===== src/verilog/spcl_pkg.sv =====
// constants, register map and carrier types of the stall prevention block
package spcl_pkg;
   // register byte addresses
   localparam logic [7:0] ADDR_LEVEL = 8'h00;
   localparam logic [7:0] ADDR_FACTOR = 8'h04;
   localparam logic [7:0] ADDR_SECOND_LEVEL = 8'h08;
   localparam logic [7:0] ADDR_SECOND_FREQ = 8'h0c;
   localparam logic [7:0] ADDR_START_FREQ = 8'h10;
   localparam logic [7:0] ADDR_ANALOG = 8'h14;
   localparam logic [7:0] ADDR_CONTROL = 8'h18;
   localparam logic [7:0] ADDR_DELAY = 8'h1c;
   localparam logic [7:0] ADDR_STATUS = 8'h20;

   // percent values in 0.1 % steps, frequencies in 0.01 Hz steps, delay in 0.1 s steps
   localparam logic [15:0] SENTINEL = 16'h270f;
   localparam logic [15:0] PCT_MAX = 16'h05dc;
   localparam logic [15:0] FACTOR_MAX = 16'h07d0;
   localparam logic [15:0] FREQ_MAX = 16'h9c40;
   localparam logic [15:0] DELAY_MAX = 16'h00fa;
   localparam logic [31:0] FACTOR_UNIT = 32'h0000_03e8;

   // reset values and operation select codes
   localparam logic [15:0] LEVEL_DEF = 16'h04b0;
   localparam logic [15:0] SECOND_LEVEL_DEF = 16'h04b0;
   localparam logic [15:0] START_FREQ_DEF = 16'h1770;
   localparam logic [15:0] ANALOG_ZERO_DEF = 16'h04b0;
   localparam logic [15:0] ANALOG_FULL_DEF = 16'h05dc;
   localparam logic [7:0] OPSEL_ALL_ON = 8'h64;
   localparam logic [7:0] OPSEL_NO_FAST = 8'h65;
   localparam logic [7:0] OPSEL_TABLE_MAX = 8'h1f;

   // field positions
   localparam int CTRL_VRED_BIT = 0;
   localparam int CTRL_PM_BIT = 1;
   localparam int CTRL_OPSEL_LSB = 8;
   localparam int CTRL_UGRP_LSB = 16;
   localparam int CTRL_WPERM_LSB = 24;
   localparam int FREQ_FOLLOW_BIT = 31;
   localparam int ANALOG_FULL_LSB = 16;
   localparam int ANALOG_BITS = 10;
   localparam int OPSEL_FAST_OFF_BIT = 0;
   localparam int OPSEL_ACC_OFF_BIT = 1;
   localparam int OPSEL_CONST_OFF_BIT = 2;
   localparam int OPSEL_DEC_OFF_BIT = 3;
   localparam int OPSEL_IND_OFF_BIT = 4;

   // timing: one step of the indication timer and the least on time
   localparam int CLK_FREQ_HZ = 200_000_000;
   localparam int STEP_TIME_MS = 100;
   localparam int MIN_ON_TIME_MS = 100;
   localparam int STEP_CYCLES = STEP_TIME_MS * (CLK_FREQ_HZ / 1000);
   localparam int MIN_ON_CYCLES = MIN_ON_TIME_MS * (CLK_FREQ_HZ / 1000);

   // arbitrary fast-response limit, 170 %
   localparam logic [15:0] FAST_LIMIT_DEF = 16'h06a4;

   typedef enum logic [1:0] {
      SPCL_CONST = 2'b00,
      SPCL_ACCEL = 2'b01,
      SPCL_DECEL = 2'b10
   } spcl_motion_type;

   typedef enum logic [1:0] {
      IND_IDLE = 2'b00,
      IND_WAIT = 2'b01,
      IND_ON = 2'b11
   } spcl_ind_type;

   typedef struct packed {
      logic [15:0] level;
      logic [15:0] factor;
      logic [15:0] second_level;
      logic follow_select;
      logic [15:0] second_freq;
      logic [15:0] start_freq;
      logic [15:0] analog_zero;
      logic [15:0] analog_full;
      logic voltage_reduction;
      logic pm_motor;
      logic [7:0] opsel;
      logic [7:0] user_group;
      logic [1:0] write_perm;
      logic [15:0] delay;
   } spcl_settings_type;

   typedef struct packed {
      logic decelerate;
      logic hold;
   } spcl_freq_cmd_type;
endpackage : spcl_pkg


===== src/verilog/spcl_stall_ctrl.sv =====
// stall prevention and fast-response current limit with apb settings
// How it works
// - current above active level alters output frequency to lower current
// - accel: decelerate; constant: decelerate; decel: suspend deceleration
// - indication output asserted while stall prevention acts, after delay setting
// - fast limit enabled and current above limit shuts inverter output off
// - level 0 disables, 0.1 to 150 % sets level, 9999 analog; default 120 %
// - level relative to inverter rated or magnet motor rated current
// - factor 0 to 200 % reduces level above reduction start frequency; 9999 keeps it
// - second level 0.1 to 150 %, default 120 %, 0 makes it invalid
// - second frequency 0 disables, 0.01 to 400 Hz sets upper frequency
// - second frequency 9999 uses second level only while select input on; here bit 31 of the register selects it and 9999 is 99.99 Hz
// - reduction start frequency 0 to 400 Hz, default 60 Hz
// - analog mode maps input between zero and full-scale levels, 0 to 150 %
// - voltage reduction select 0 reduces voltage while stalling, 1 does not
// - operation select 0 to 31, 100, 101 gates stall and fast limit
// - indication delay 0 to 25 s delays output; 9999 suppresses it
// - main level writable while running whatever write permission says
// - second function restricts frequency range where stall prevention acts
// - settings writable only while user group read select is 0; the control register stays writable at any group
// - indication holds longer than 100 ms, then off when current at level
// - when both levels apply, the smaller one wins
// - during acceleration the frequency-selected second level is not used; with follow select on, the second level still applies while accelerating
//
// Implementation choices: the register addresses and register access over APB.
`timescale 1ns/1ps
module spcl_stall_ctrl #(
   parameter int STEP_CYCLES = spcl_pkg::STEP_CYCLES,
   parameter int MIN_ON_CYCLES = spcl_pkg::MIN_ON_CYCLES
) (
   input wire logic pclk,
   input wire logic presetn,
   input wire logic psel,
   input wire logic penable,
   input wire logic pwrite,
   input wire logic [7:0] paddr,
   input wire logic [31:0] pwdata,
   output logic [31:0] prdata,
   output logic pready,
   output logic pslverr,
   input wire logic [15:0] current_inverter,
   input wire logic [15:0] current_pm,
   input wire logic [15:0] output_freq,
   input wire spcl_pkg::spcl_motion_type motion,
   input wire logic running,
   input wire logic second_set_select,
   input wire logic [9:0] analog_level_input,
   output spcl_pkg::spcl_freq_cmd_type freq_cmd,
   output logic voltage_reduce,
   output logic output_shutoff,
   output logic stall_indication_output
);
   spcl_pkg::spcl_settings_type cfg;
   spcl_pkg::spcl_ind_type ind_state;
   spcl_pkg::spcl_ind_type next_ind_state;
   logic [31:0] tick_cnt;
   logic [31:0] on_cnt;
   logic [15:0] delay_steps;
   logic stall_active;
   logic second_in_use;
   logic [15:0] active_level_q;

   // apb decode
   wire setup = psel && !penable;
   wire access = psel && penable && pready;
   wire hit_level = paddr == spcl_pkg::ADDR_LEVEL;
   wire hit_factor = paddr == spcl_pkg::ADDR_FACTOR;
   wire hit_second_level = paddr == spcl_pkg::ADDR_SECOND_LEVEL;
   wire hit_second_freq = paddr == spcl_pkg::ADDR_SECOND_FREQ;
   wire hit_start = paddr == spcl_pkg::ADDR_START_FREQ;
   wire hit_analog = paddr == spcl_pkg::ADDR_ANALOG;
   wire hit_control = paddr == spcl_pkg::ADDR_CONTROL;
   wire hit_delay = paddr == spcl_pkg::ADDR_DELAY;
   wire hit_status = paddr == spcl_pkg::ADDR_STATUS;
   wire mapped = hit_level || hit_factor || hit_second_level || hit_second_freq || hit_start
      || hit_analog || hit_control || hit_delay || hit_status;
   wire [15:0] wlo = pwdata[15:0];
   wire [15:0] whi = pwdata[31:16];
   wire [7:0] w_opsel = pwdata[spcl_pkg::CTRL_OPSEL_LSB +: 8];

   // range checks on written values
   wire level_ok = wlo <= spcl_pkg::PCT_MAX || wlo == spcl_pkg::SENTINEL;
   wire factor_ok = wlo <= spcl_pkg::FACTOR_MAX || wlo == spcl_pkg::SENTINEL;
   wire second_level_ok = wlo <= spcl_pkg::PCT_MAX;
   wire second_freq_ok = pwdata[spcl_pkg::FREQ_FOLLOW_BIT] || wlo <= spcl_pkg::FREQ_MAX;
   wire start_ok = wlo <= spcl_pkg::FREQ_MAX;
   wire analog_ok = wlo <= spcl_pkg::PCT_MAX && whi <= spcl_pkg::PCT_MAX;
   wire opsel_ok = w_opsel <= spcl_pkg::OPSEL_TABLE_MAX || w_opsel == spcl_pkg::OPSEL_ALL_ON
      || w_opsel == spcl_pkg::OPSEL_NO_FAST;
   wire delay_ok = wlo <= spcl_pkg::DELAY_MAX || wlo == spcl_pkg::SENTINEL;
   wire value_ok = (hit_level && level_ok) || (hit_factor && factor_ok)
      || (hit_second_level && second_level_ok) || (hit_second_freq && second_freq_ok)
      || (hit_start && start_ok) || (hit_analog && analog_ok) || (hit_control && opsel_ok)
      || (hit_delay && delay_ok);

   // permission: the group selector itself stays writable so software can open the set again
   wire group_open = cfg.user_group == 8'h00;
   wire run_locked = running && cfg.write_perm == 2'b00;
   wire perm_ok = hit_control || (group_open && (hit_level || !run_locked));
   wire write_ok = value_ok && perm_ok;
   wire next_err = !mapped || (pwrite && (hit_status || !write_ok));
   wire do_write = access && pwrite && !pslverr;

   // current reference selection
   wire [15:0] current = cfg.pm_motor ? current_pm : current_inverter;

   // analog variable level, signed interpolation zero + (full - zero) * input / 1024
   wire signed [16:0] analog_span = $signed({1'b0, cfg.analog_full}) - $signed({1'b0, cfg.analog_zero});
   wire signed [27:0] analog_prod = analog_span * $signed({1'b0, analog_level_input});
   wire signed [17:0] analog_step = 18'(analog_prod >>> spcl_pkg::ANALOG_BITS);
   wire signed [17:0] analog_sum = $signed({2'b00, cfg.analog_zero}) + analog_step;
   wire [15:0] analog_level = analog_sum[15:0];
   wire analog_mode = cfg.level == spcl_pkg::SENTINEL;
   wire [15:0] base_level = analog_mode ? analog_level : cfg.level;

   // high frequency reduction, never raises the level
   wire reduce_on = cfg.factor != spcl_pkg::SENTINEL && output_freq > cfg.start_freq;
   wire [31:0] reduced_prod = 32'(base_level) * 32'(cfg.factor);
   wire [15:0] reduced = 16'(reduced_prod / spcl_pkg::FACTOR_UNIT);
   wire [15:0] main_level = (reduce_on && reduced < base_level) ? reduced : base_level;

   // second level selection
   wire second_valid = cfg.second_level != 16'h0000;
   wire by_select = cfg.follow_select && second_set_select;
   wire by_freq = !cfg.follow_select && cfg.second_freq != 16'h0000 && output_freq <= cfg.second_freq
      && motion != spcl_pkg::SPCL_ACCEL;
   wire use_second = second_valid && (by_select || by_freq);
   wire [15:0] active_level = (use_second && cfg.second_level < main_level)
      ? cfg.second_level : main_level;

   // operation select gating; 100 and 101 ignore the per-condition bits
   wire table_mode = cfg.opsel <= spcl_pkg::OPSEL_TABLE_MAX;
   wire fast_enabled = !cfg.opsel[spcl_pkg::OPSEL_FAST_OFF_BIT];
   wire cond_off = table_mode && (
      (motion == spcl_pkg::SPCL_ACCEL && cfg.opsel[spcl_pkg::OPSEL_ACC_OFF_BIT])
      || (motion == spcl_pkg::SPCL_CONST && cfg.opsel[spcl_pkg::OPSEL_CONST_OFF_BIT])
      || (motion == spcl_pkg::SPCL_DECEL && cfg.opsel[spcl_pkg::OPSEL_DEC_OFF_BIT]));
   wire ind_allowed = !(table_mode && cfg.opsel[spcl_pkg::OPSEL_IND_OFF_BIT]);
   wire stall_enabled = cfg.level != 16'h0000 && !cond_off;
   wire next_stall = stall_enabled && running && current > active_level;
   wire next_shutoff = fast_enabled && running && current > spcl_pkg::FAST_LIMIT_DEF;

   // frequency correction for the current motion state
   spcl_pkg::spcl_freq_cmd_type next_cmd;
   assign next_cmd.decelerate = next_stall && motion != spcl_pkg::SPCL_DECEL;
   assign next_cmd.hold = next_stall && motion == spcl_pkg::SPCL_DECEL;

   // indication timing
   wire ind_never = cfg.delay == spcl_pkg::SENTINEL || !ind_allowed;
   wire tick = tick_cnt == 32'(STEP_CYCLES - 1);
   wire delay_done = delay_steps >= cfg.delay;
   wire min_on_done = on_cnt >= 32'(MIN_ON_CYCLES);

   always_comb begin
      next_ind_state = ind_state;
      unique case (ind_state)
         spcl_pkg::IND_IDLE: begin
            if (stall_active && !ind_never) begin
               next_ind_state = spcl_pkg::IND_WAIT;
            end
         end
         spcl_pkg::IND_WAIT: begin
            if (!stall_active || ind_never) begin
               next_ind_state = spcl_pkg::IND_IDLE;
            end else if (delay_done) begin
               next_ind_state = spcl_pkg::IND_ON;
            end
         end
         spcl_pkg::IND_ON: begin
            if (ind_never || (min_on_done && !stall_active)) begin
               next_ind_state = spcl_pkg::IND_IDLE;
            end
         end
         default: begin
            next_ind_state = spcl_pkg::IND_IDLE;
         end
      endcase
   end

   // apb read mux
   wire [31:0] status_word = {active_level_q, 12'h000, second_in_use, output_shutoff,
      stall_indication_output, stall_active};
   wire [31:0] control_word = {6'h00, cfg.write_perm, cfg.user_group, cfg.opsel, 6'h00, cfg.pm_motor,
      cfg.voltage_reduction};
   wire [31:0] next_rdata =
      hit_level ? {16'h0000, cfg.level} :
      hit_factor ? {16'h0000, cfg.factor} :
      hit_second_level ? {16'h0000, cfg.second_level} :
      hit_second_freq ? {cfg.follow_select, 15'h0000, cfg.second_freq} :
      hit_start ? {16'h0000, cfg.start_freq} :
      hit_analog ? {cfg.analog_full, cfg.analog_zero} :
      hit_control ? control_word :
      hit_delay ? {16'h0000, cfg.delay} :
      hit_status ? status_word : 32'h0000_0000;

   // bus answer: one access cycle, data and error prepared in setup
   always_ff @(posedge pclk or negedge presetn) begin
      if (!presetn) begin
         pready <= 1'b0;
         pslverr <= 1'b0;
         prdata <= 32'h0000_0000;
      end else begin
         pready <= setup;
         pslverr <= setup && next_err;
         prdata <= (setup && !pwrite) ? next_rdata : 32'h0000_0000;
      end
   end

   // settings
   always_ff @(posedge pclk or negedge presetn) begin
      if (!presetn) begin
         cfg <= '{level: spcl_pkg::LEVEL_DEF, factor: spcl_pkg::SENTINEL,
            second_level: spcl_pkg::SECOND_LEVEL_DEF, follow_select: 1'b0, second_freq: 16'h0000,
            start_freq: spcl_pkg::START_FREQ_DEF, analog_zero: spcl_pkg::ANALOG_ZERO_DEF,
            analog_full: spcl_pkg::ANALOG_FULL_DEF, voltage_reduction: 1'b1, pm_motor: 1'b0,
            opsel: 8'h00, user_group: 8'h00, write_perm: 2'b00, delay: 16'h0000};
      end else if (do_write) begin
         if (hit_level) begin
            cfg.level <= wlo;
         end
         if (hit_factor) begin
            cfg.factor <= wlo;
         end
         if (hit_second_level) begin
            cfg.second_level <= wlo;
         end
         if (hit_second_freq) begin
            cfg.second_freq <= wlo;
            cfg.follow_select <= pwdata[spcl_pkg::FREQ_FOLLOW_BIT];
         end
         if (hit_start) begin
            cfg.start_freq <= wlo;
         end
         if (hit_analog) begin
            cfg.analog_zero <= wlo;
            cfg.analog_full <= whi;
         end
         if (hit_control) begin
            cfg.voltage_reduction <= pwdata[spcl_pkg::CTRL_VRED_BIT];
            cfg.pm_motor <= pwdata[spcl_pkg::CTRL_PM_BIT];
            cfg.opsel <= w_opsel;
            cfg.user_group <= pwdata[spcl_pkg::CTRL_UGRP_LSB +: 8];
            cfg.write_perm <= pwdata[spcl_pkg::CTRL_WPERM_LSB +: 2];
         end
         if (hit_delay) begin
            cfg.delay <= wlo;
         end
      end
   end

   // control path, registered every cycle
   always_ff @(posedge pclk or negedge presetn) begin
      if (!presetn) begin
         stall_active <= 1'b0;
         second_in_use <= 1'b0;
         active_level_q <= 16'h0000;
         freq_cmd <= '0;
         voltage_reduce <= 1'b0;
         output_shutoff <= 1'b0;
      end else begin
         stall_active <= next_stall;
         second_in_use <= use_second;
         active_level_q <= active_level;
         freq_cmd <= next_cmd;
         voltage_reduce <= next_stall && !cfg.voltage_reduction;
         output_shutoff <= next_shutoff;
      end
   end

   // indication state and timers; tick counter free-runs only while waiting
   always_ff @(posedge pclk or negedge presetn) begin
      if (!presetn) begin
         ind_state <= spcl_pkg::IND_IDLE;
         tick_cnt <= 32'h0000_0000;
         delay_steps <= 16'h0000;
         on_cnt <= 32'h0000_0000;
         stall_indication_output <= 1'b0;
      end else begin
         ind_state <= next_ind_state;
         stall_indication_output <= next_ind_state == spcl_pkg::IND_ON;
         if (ind_state != spcl_pkg::IND_WAIT || tick) begin
            tick_cnt <= 32'h0000_0000;
         end else begin
            tick_cnt <= tick_cnt + 32'h0000_0001;
         end
         if (ind_state != spcl_pkg::IND_WAIT) begin
            delay_steps <= 16'h0000;
         end else if (tick && !delay_done) begin
            delay_steps <= delay_steps + 16'h0001;
         end
         // saturates so a long stall cannot wrap it back below the least on time
         if (ind_state != spcl_pkg::IND_ON) begin
            on_cnt <= 32'h0000_0000;
         end else if (!min_on_done) begin
            on_cnt <= on_cnt + 32'h0000_0001;
         end
      end
   end
endmodule : spcl_stall_ctrl

===== config.mk =====
export PLATFORM = sky130hd
export DESIGN_NAME = spcl_stall_ctrl
export DESIGN_NICKNAME = d
export VERILOG_FILES = /design/src/verilog/spcl_pkg.sv /design/src/verilog/spcl_stall_ctrl.sv
export SDC_FILE = /design/constraint.sdc
export NUM_CORES = 2
export LEC_CHECK = 0
export BUFFER_PORTS_ARGS = -buffer_cell sky130_fd_sc_hd__buf_2
export CAP_MARGIN = 20
export CORE_AREA = 2 2 246 248
export CTS_CLUSTER_SIZE = 24
export DETAILED_ROUTE_END_ITERATION = 16
export DIE_AREA = 0 0 248 250
export PLACE_DENSITY = 0.83
export SYNTH_ARGS = -nofsm -noshare
export SYNTH_HDL_FRONTEND = slang
export SYNTH_SLANG_ARGS = --single-unit

===== constraint.sdc =====
create_clock -name pclk -period 56 [get_ports pclk]
set_clock_uncertainty 0.1 [all_clocks]
set_input_delay 14 -clock pclk [delete_from_list [all_inputs] [get_ports pclk]]
set_output_delay 14 -clock pclk [all_outputs]
set_load 0.1 [all_outputs]

### Word level (Yosys, flattened, before mapping)

Cells that the tools add are included.

| storage, ports and cells | value |
|---|---|
| logic and storage cells | 207 |
| register bits after elaboration | 288 |

| operators by class | value |
|---|---|
| mux-type cells | 24 |
| divide/modulo/power cells | 1 |
| magnitude comparators | 15 |
| $add $sub $neg | 5 |
| reductions and logical operators | 106 |
| multiply operators | 2 |
| equal/unequal tests | 25 |

Operator list:

| cell | count |
|---|---|
| two-way mux 32 bit | 13 |
| two-way mux 16 bit | 6 |
| adder 32 x 1 -> 32 bit, second input constant | 2 |
| equality test 16 x 14 -> 1 bit, second input constant | 3 |
| <= comparator 16 x 11 -> 1 bit, second input constant | 3 |
| nonzero test 16 bit | 3 |
| logical AND 1 bit | 44 |
| divider 32 x 10 -> 32 bit, second input constant | 1 |
| equality test 32 x 25 -> 1 bit, second input constant | 1 |
| equality test 8 x 5 -> 1 bit, second input constant | 4 |
| greater-or-equal comparator 32 x 25 -> 1 bit, second input constant | 1 |
| greater-than comparator 16 bit | 2 |
| logical OR 1 bit | 32 |
| < comparator 16 bit | 2 |
| multiplier 16 x 16 -> 32 bit | 1 |
| multiplier 17 x 11 -> 26 bit | 1 |
| subtractor 16 x 16 -> 17 bit | 1 |
| adder 16 x 1 -> 16 bit, second input constant | 1 |
| adder 16 bit | 1 |
| equality test 8 x 4 -> 1 bit, second input constant | 2 |
| equality test 8 x 7 -> 1 bit, second input constant | 2 |
| greater-or-equal comparator 16 bit | 1 |
| greater-than comparator 16 x 11 -> 1 bit, second input constant | 1 |
| <= comparator 16 bit | 1 |
| 17 further kinds | 49 |

### Longest topological paths before layout

| depth | value |
|---|---|
| depth after elaboration | 16 |
| mapped depth | 162 |
| mapped depth without buffers | 149 |

### Least setup slack after synthesis

OpenSTA, ideal clock, no wires.

| path | value |
|---|---|
| path type | in2reg |
| start point | input port analog_level_input[2] |
| end point | register freq_cmd[0] (netlist bit) |
| data required time | 55.780 ns |
| path slack | 10.014 ns |
| data arrival time | 45.766 ns |
| buffers on the path | 8 |
| stages on the path | 141 |
| cell sequence | clkbuf_1 > clkbuf_1 > nand2_1 > fa_1 > inv_1 > ha_1 > inv_1 > fa_1 > inv_1 > fa_1 > inv_1 > fa_1 > inv_1 > ha_1 > nor2b_1 > o21ai_0 > nand2b_1 > a21oi_1 > [... 105 more ...] > a211oi_1 > a21oi_1 > o211ai_2 > mux2_1 > ha_1 > nor2b_1 > o21a_1 > o21ai_0 > nand2b_1 > a21oi_1 > nor2b_1 > o21ai_0 > nand2b_1 > a21oi_1 > nor3_1 > o21ai_0 > inv_1 > and3_1 |

RTL lines:

| what | RTL line | RTL |
|---|---|---|
| from (decl) | spcl_stall_ctrl.sv:47 | `input wire logic [9:0] analog_level_input,` |
| to (signal assigned) | spcl_stall_ctrl.sv:264 | `freq_cmd <= next_cmd;` |
| to (decl) | spcl_stall_ctrl.sv:48 | `output spcl_pkg::spcl_freq_cmd_type freq_cmd,` |

==> metrics.md <==
| Metric | Value |
|---|---|
| CTS tree | `yes` |
| Setup violations, final | `0` |
| Outcome | `finished clean` |
| FFs w/ async S/R, synth | `1.00` |
| Cells on Worst Hold Path | `2` |
| Number of flops mapped to enable cells by yosys | `0` |
| Average wire per standard cell | `20.9 µm` |
| Top_reg_cell synth | `dfrtp_1` |
| Initial antenna violation count | `3` |
| Sw power | `about 190 µW` |
| Register area | `7250 µm²` |
| Comb pwr share | `0.269` |
| Post-CTS Setup Bufs | `0` |
| Setup TNS | `0 ps` |
| Minimum clock period | `around 50000 ps` |
| Vias | `32814` |
| Worst EP arrival | `50470 ps` |
| H-tree depth | `1` |
| Achievable Freq | `approximately 0.02 GHz` |
| Leakage | `19.5 nW` |
| Sequential-to-total area share from yosys stat | `0.190` |
| HP Class | `flip-flop to flip-flop` |
| Area grow syn2layout | `5.56%` |
| Final WS setup | `between 5000 and 6000 ps` |
| Clock share of power | `0.372` |
| Crit start category | `input port` |
| Fillers | `4589` |
| Vias per cell | `roughly 6.4` |
| Die width | `248 µm` |
| # port buffers | `145` |
| Std-Cell Rows | `90` |
| Gp weighted congestion | `1.00` |
| Yosys warning count | `0` |
| Clock Latency Late Sink | `620 ps` |
| Sink Count | `288` |
| Worst vdd ir | `0.0265 mV` |
| Syn nets | `5042` |
| Crit-path max cell delay | `around 890 ps` |
| Critical Path Sink Type | `flip-flop` |
| Post-placement cell count | `5084` |
| DP Area | `39300 µm²` |
| Post-route design area | `a little over 40000 µm²` |
| Cell area after synthesis | `about 38000 µm²` |
| First-pass GRT wire length | `~170000 µm` |
| Ports | `146` |
| Most common cell after layout, fill and taps aside | `inv_1` |
| Final ANT Viol Nets | `0` |
| Worst slack, placed | `5770 ps` |
| Multi-input gate area | `27900 µm²` |
| Mapped Avg Cell Area | `8.88 µm²` |
| Gr ovfl total | `0` |
| Max Cap Viol | `0` |
| Cts bufs inserted | `31` |
| Clk root buf | `clkbuf_16` |
| Cells after Synth | `about 4300` |
| Slew Viols, Final | `0` |
| Crit-path most repeated cell | `o21a_1` |
| Synth top area cells | `fa_1 (18%), dfrtp_1 (17%), ha_1 (9.5%)` |
| PostCTS Resize Cnt | `0` |
| CTS Buffer Depth | `3` |
| Largest net degree at the start of global routing | `164` |
| R2r worst-path depth | `143` |
| Final core occ | `0.678` |
| Final Non-Filler Cells | `a little over 5000` |
| Dpl hpwl | `approximately 83000 µm` |
| Starting density of the core | `0.642` |
| Setup repair after global routing missed its margin | `no` |
| Hold_ws | `406 ps` |
| Tcrit/Tclk final | `0.894` |
| Hold_buf cts | `0` |
| Total track usage | `0.353` |
| Sequential power share | `0.359` |
| Dominant cell type by area after synthesis | `fa_1` |
| Clock transition at the registers of the reported paths | `60 ps` |
| Drt pass-1 iters | `9` |
| Vias in the first global route | `between 30000 and 40000` |
| Tot Pwr | `589 µW` |
| Synthesized flop and latch total | `288` |
| Aggregate routed wire length | `108000 µm` |
| Crit Path Max Fanout | `25` |
| Die Y | `roughly 250 µm` |
| Die Area | `just over 60000 µm²` |
| Worst-margin pin slew | `1230 ps` |
| Most frequent cells in the layout | `inv_1 (552), nand2_1 (464), fa_1 (340)` |
| DRT iter0 DRCs | `3271` |
| Internal power | `399 µW` |
| DRC | `0` |
| Layout cells sized above 1 | `0.132` |
| Kind of critical path | `input port to flip-flop` |
| Final Hold Fails | `0` |
| CP required | `56400 ps` |
| Relative slew margins | `0.170` |
| Top cell type's share of synthesized area | `0.178` |
| Fin nets | `5073` |
| Core ar. | `59600 µm²` |
| Cell Pwr Density | `14.6 nW/µm²` |
| Unique masters post-synth | `158` |
| Slowest stage cell, crit path | `xnor2_1` |
| Switch share | `0.322` |
## logic make-up (layout without fill, tap and decap cells)
kind of cell	after synthesis	in the layout	synth area share
flops	288	288	0.190
buf+inv	741	797	0.0810
fa+ha+maj	635	635	0.274
compound gates	870	870	0.171
other cells	0	2	0
simple gates	1392	1392	0.183
xor+xnor	196	196	0.0466
mux	184	184	0.0545
## worst paths after layout
check	slack, ps	end	from
worst min-delay path	410	prdata[30]	active_level_q[14]
min in group asynchronous	13430	cfg[92]	presetn
worst max-delay path	5920	freq_cmd[0]	analog_level_input[4]
worst max register to register	17100	freq_cmd[0]	cfg[53]
max in group asynchronous	40900	tick_cnt[14]	presetn
worst min register to register	410	prdata[30]	active_level_q[14]
## power by group through the flow
| stage | Clock, mW | Sequential (mW) | Combinational, mW |
|---|---|---|---|
| after floorplan | 0 | 0.216 | 0.103 |
| after global placement | 0 | 0.215 | 0.150 |
| after detailed placement | 0 | 0.215 | 0.153 |
| after CTS | 0.218 | 0.211 | 0.155 |
| after global routing | 0.228 | 0.211 | 0.175 |
| final | 0.219 | 0.211 | 0.159 |
## area by class of cell
type	instances	area share
antenna	2	0.000124
clock buffer	45	0.0225
clock inverter	13	0.00400
inverter	555	0.0519
multi-input combinational	3277	0.692
sequential	288	0.180
tap	782	0.0242
timing repair buffer	184	0.0257
## registers in the layout, indices dropped and copies added, names as in the netlist
| signal | count |
|---|---|
| cfg | 149 |
| on_cnt | 32 |
| prdata | 32 |
| tick_cnt | 32 |
| active_level_q | 16 |
| delay_steps | 16 |
| freq_cmd | 2 |
| ind_state | 2 |
| output_shutoff | 1 |
| pready | 1 |
| pslverr | 1 |
| second_in_use | 1 |
| stall_active | 1 |
| stall_indication_output | 1 |
| voltage_reduce | 1 |
## Yosys cell counts, drive strengths merged, types with 89 or more instances
| master | instances |
|---|---|
| inv | 553 |
| a21oi | 157 |
| and2 | 203 |
| nand3 | 89 |
| ha | 289 |
| o21ai | 205 |
| dfrtp | 253 |
| nand2 | 466 |
| nor2 | 248 |
| clkbuf | 133 |
| fa | 340 |
| xnor2 | 109 |
| mux2 | 127 |
## routing by layer
| layer | GRT usage | part of all wire | vias up |
|---|---|---|---|
| met5 | 0 | 0.00015 | - |
| met4 | 0.152 | 0.048 | 2 |
| met3 | 0.0753 | 0.10 | 358 |
| met2 | 0.559 | 0.46 | 1604 |
| met1 | 0.465 | 0.39 | 16041 |
| li1 | - | - | 14809 |
## worst max-delay path: cells and delay by family
kind	cells	cell delay, ps
AO/OA/AOI/OAI	64	16530
XOR/XNOR	8	2590
adder cells (fa/ha/maj)	17	7330
buffers and inverters	14	1710
multiplexers	8	3200
AND/OR/NAND/NOR	27	5060
Power figures use the tool's default switching activity.
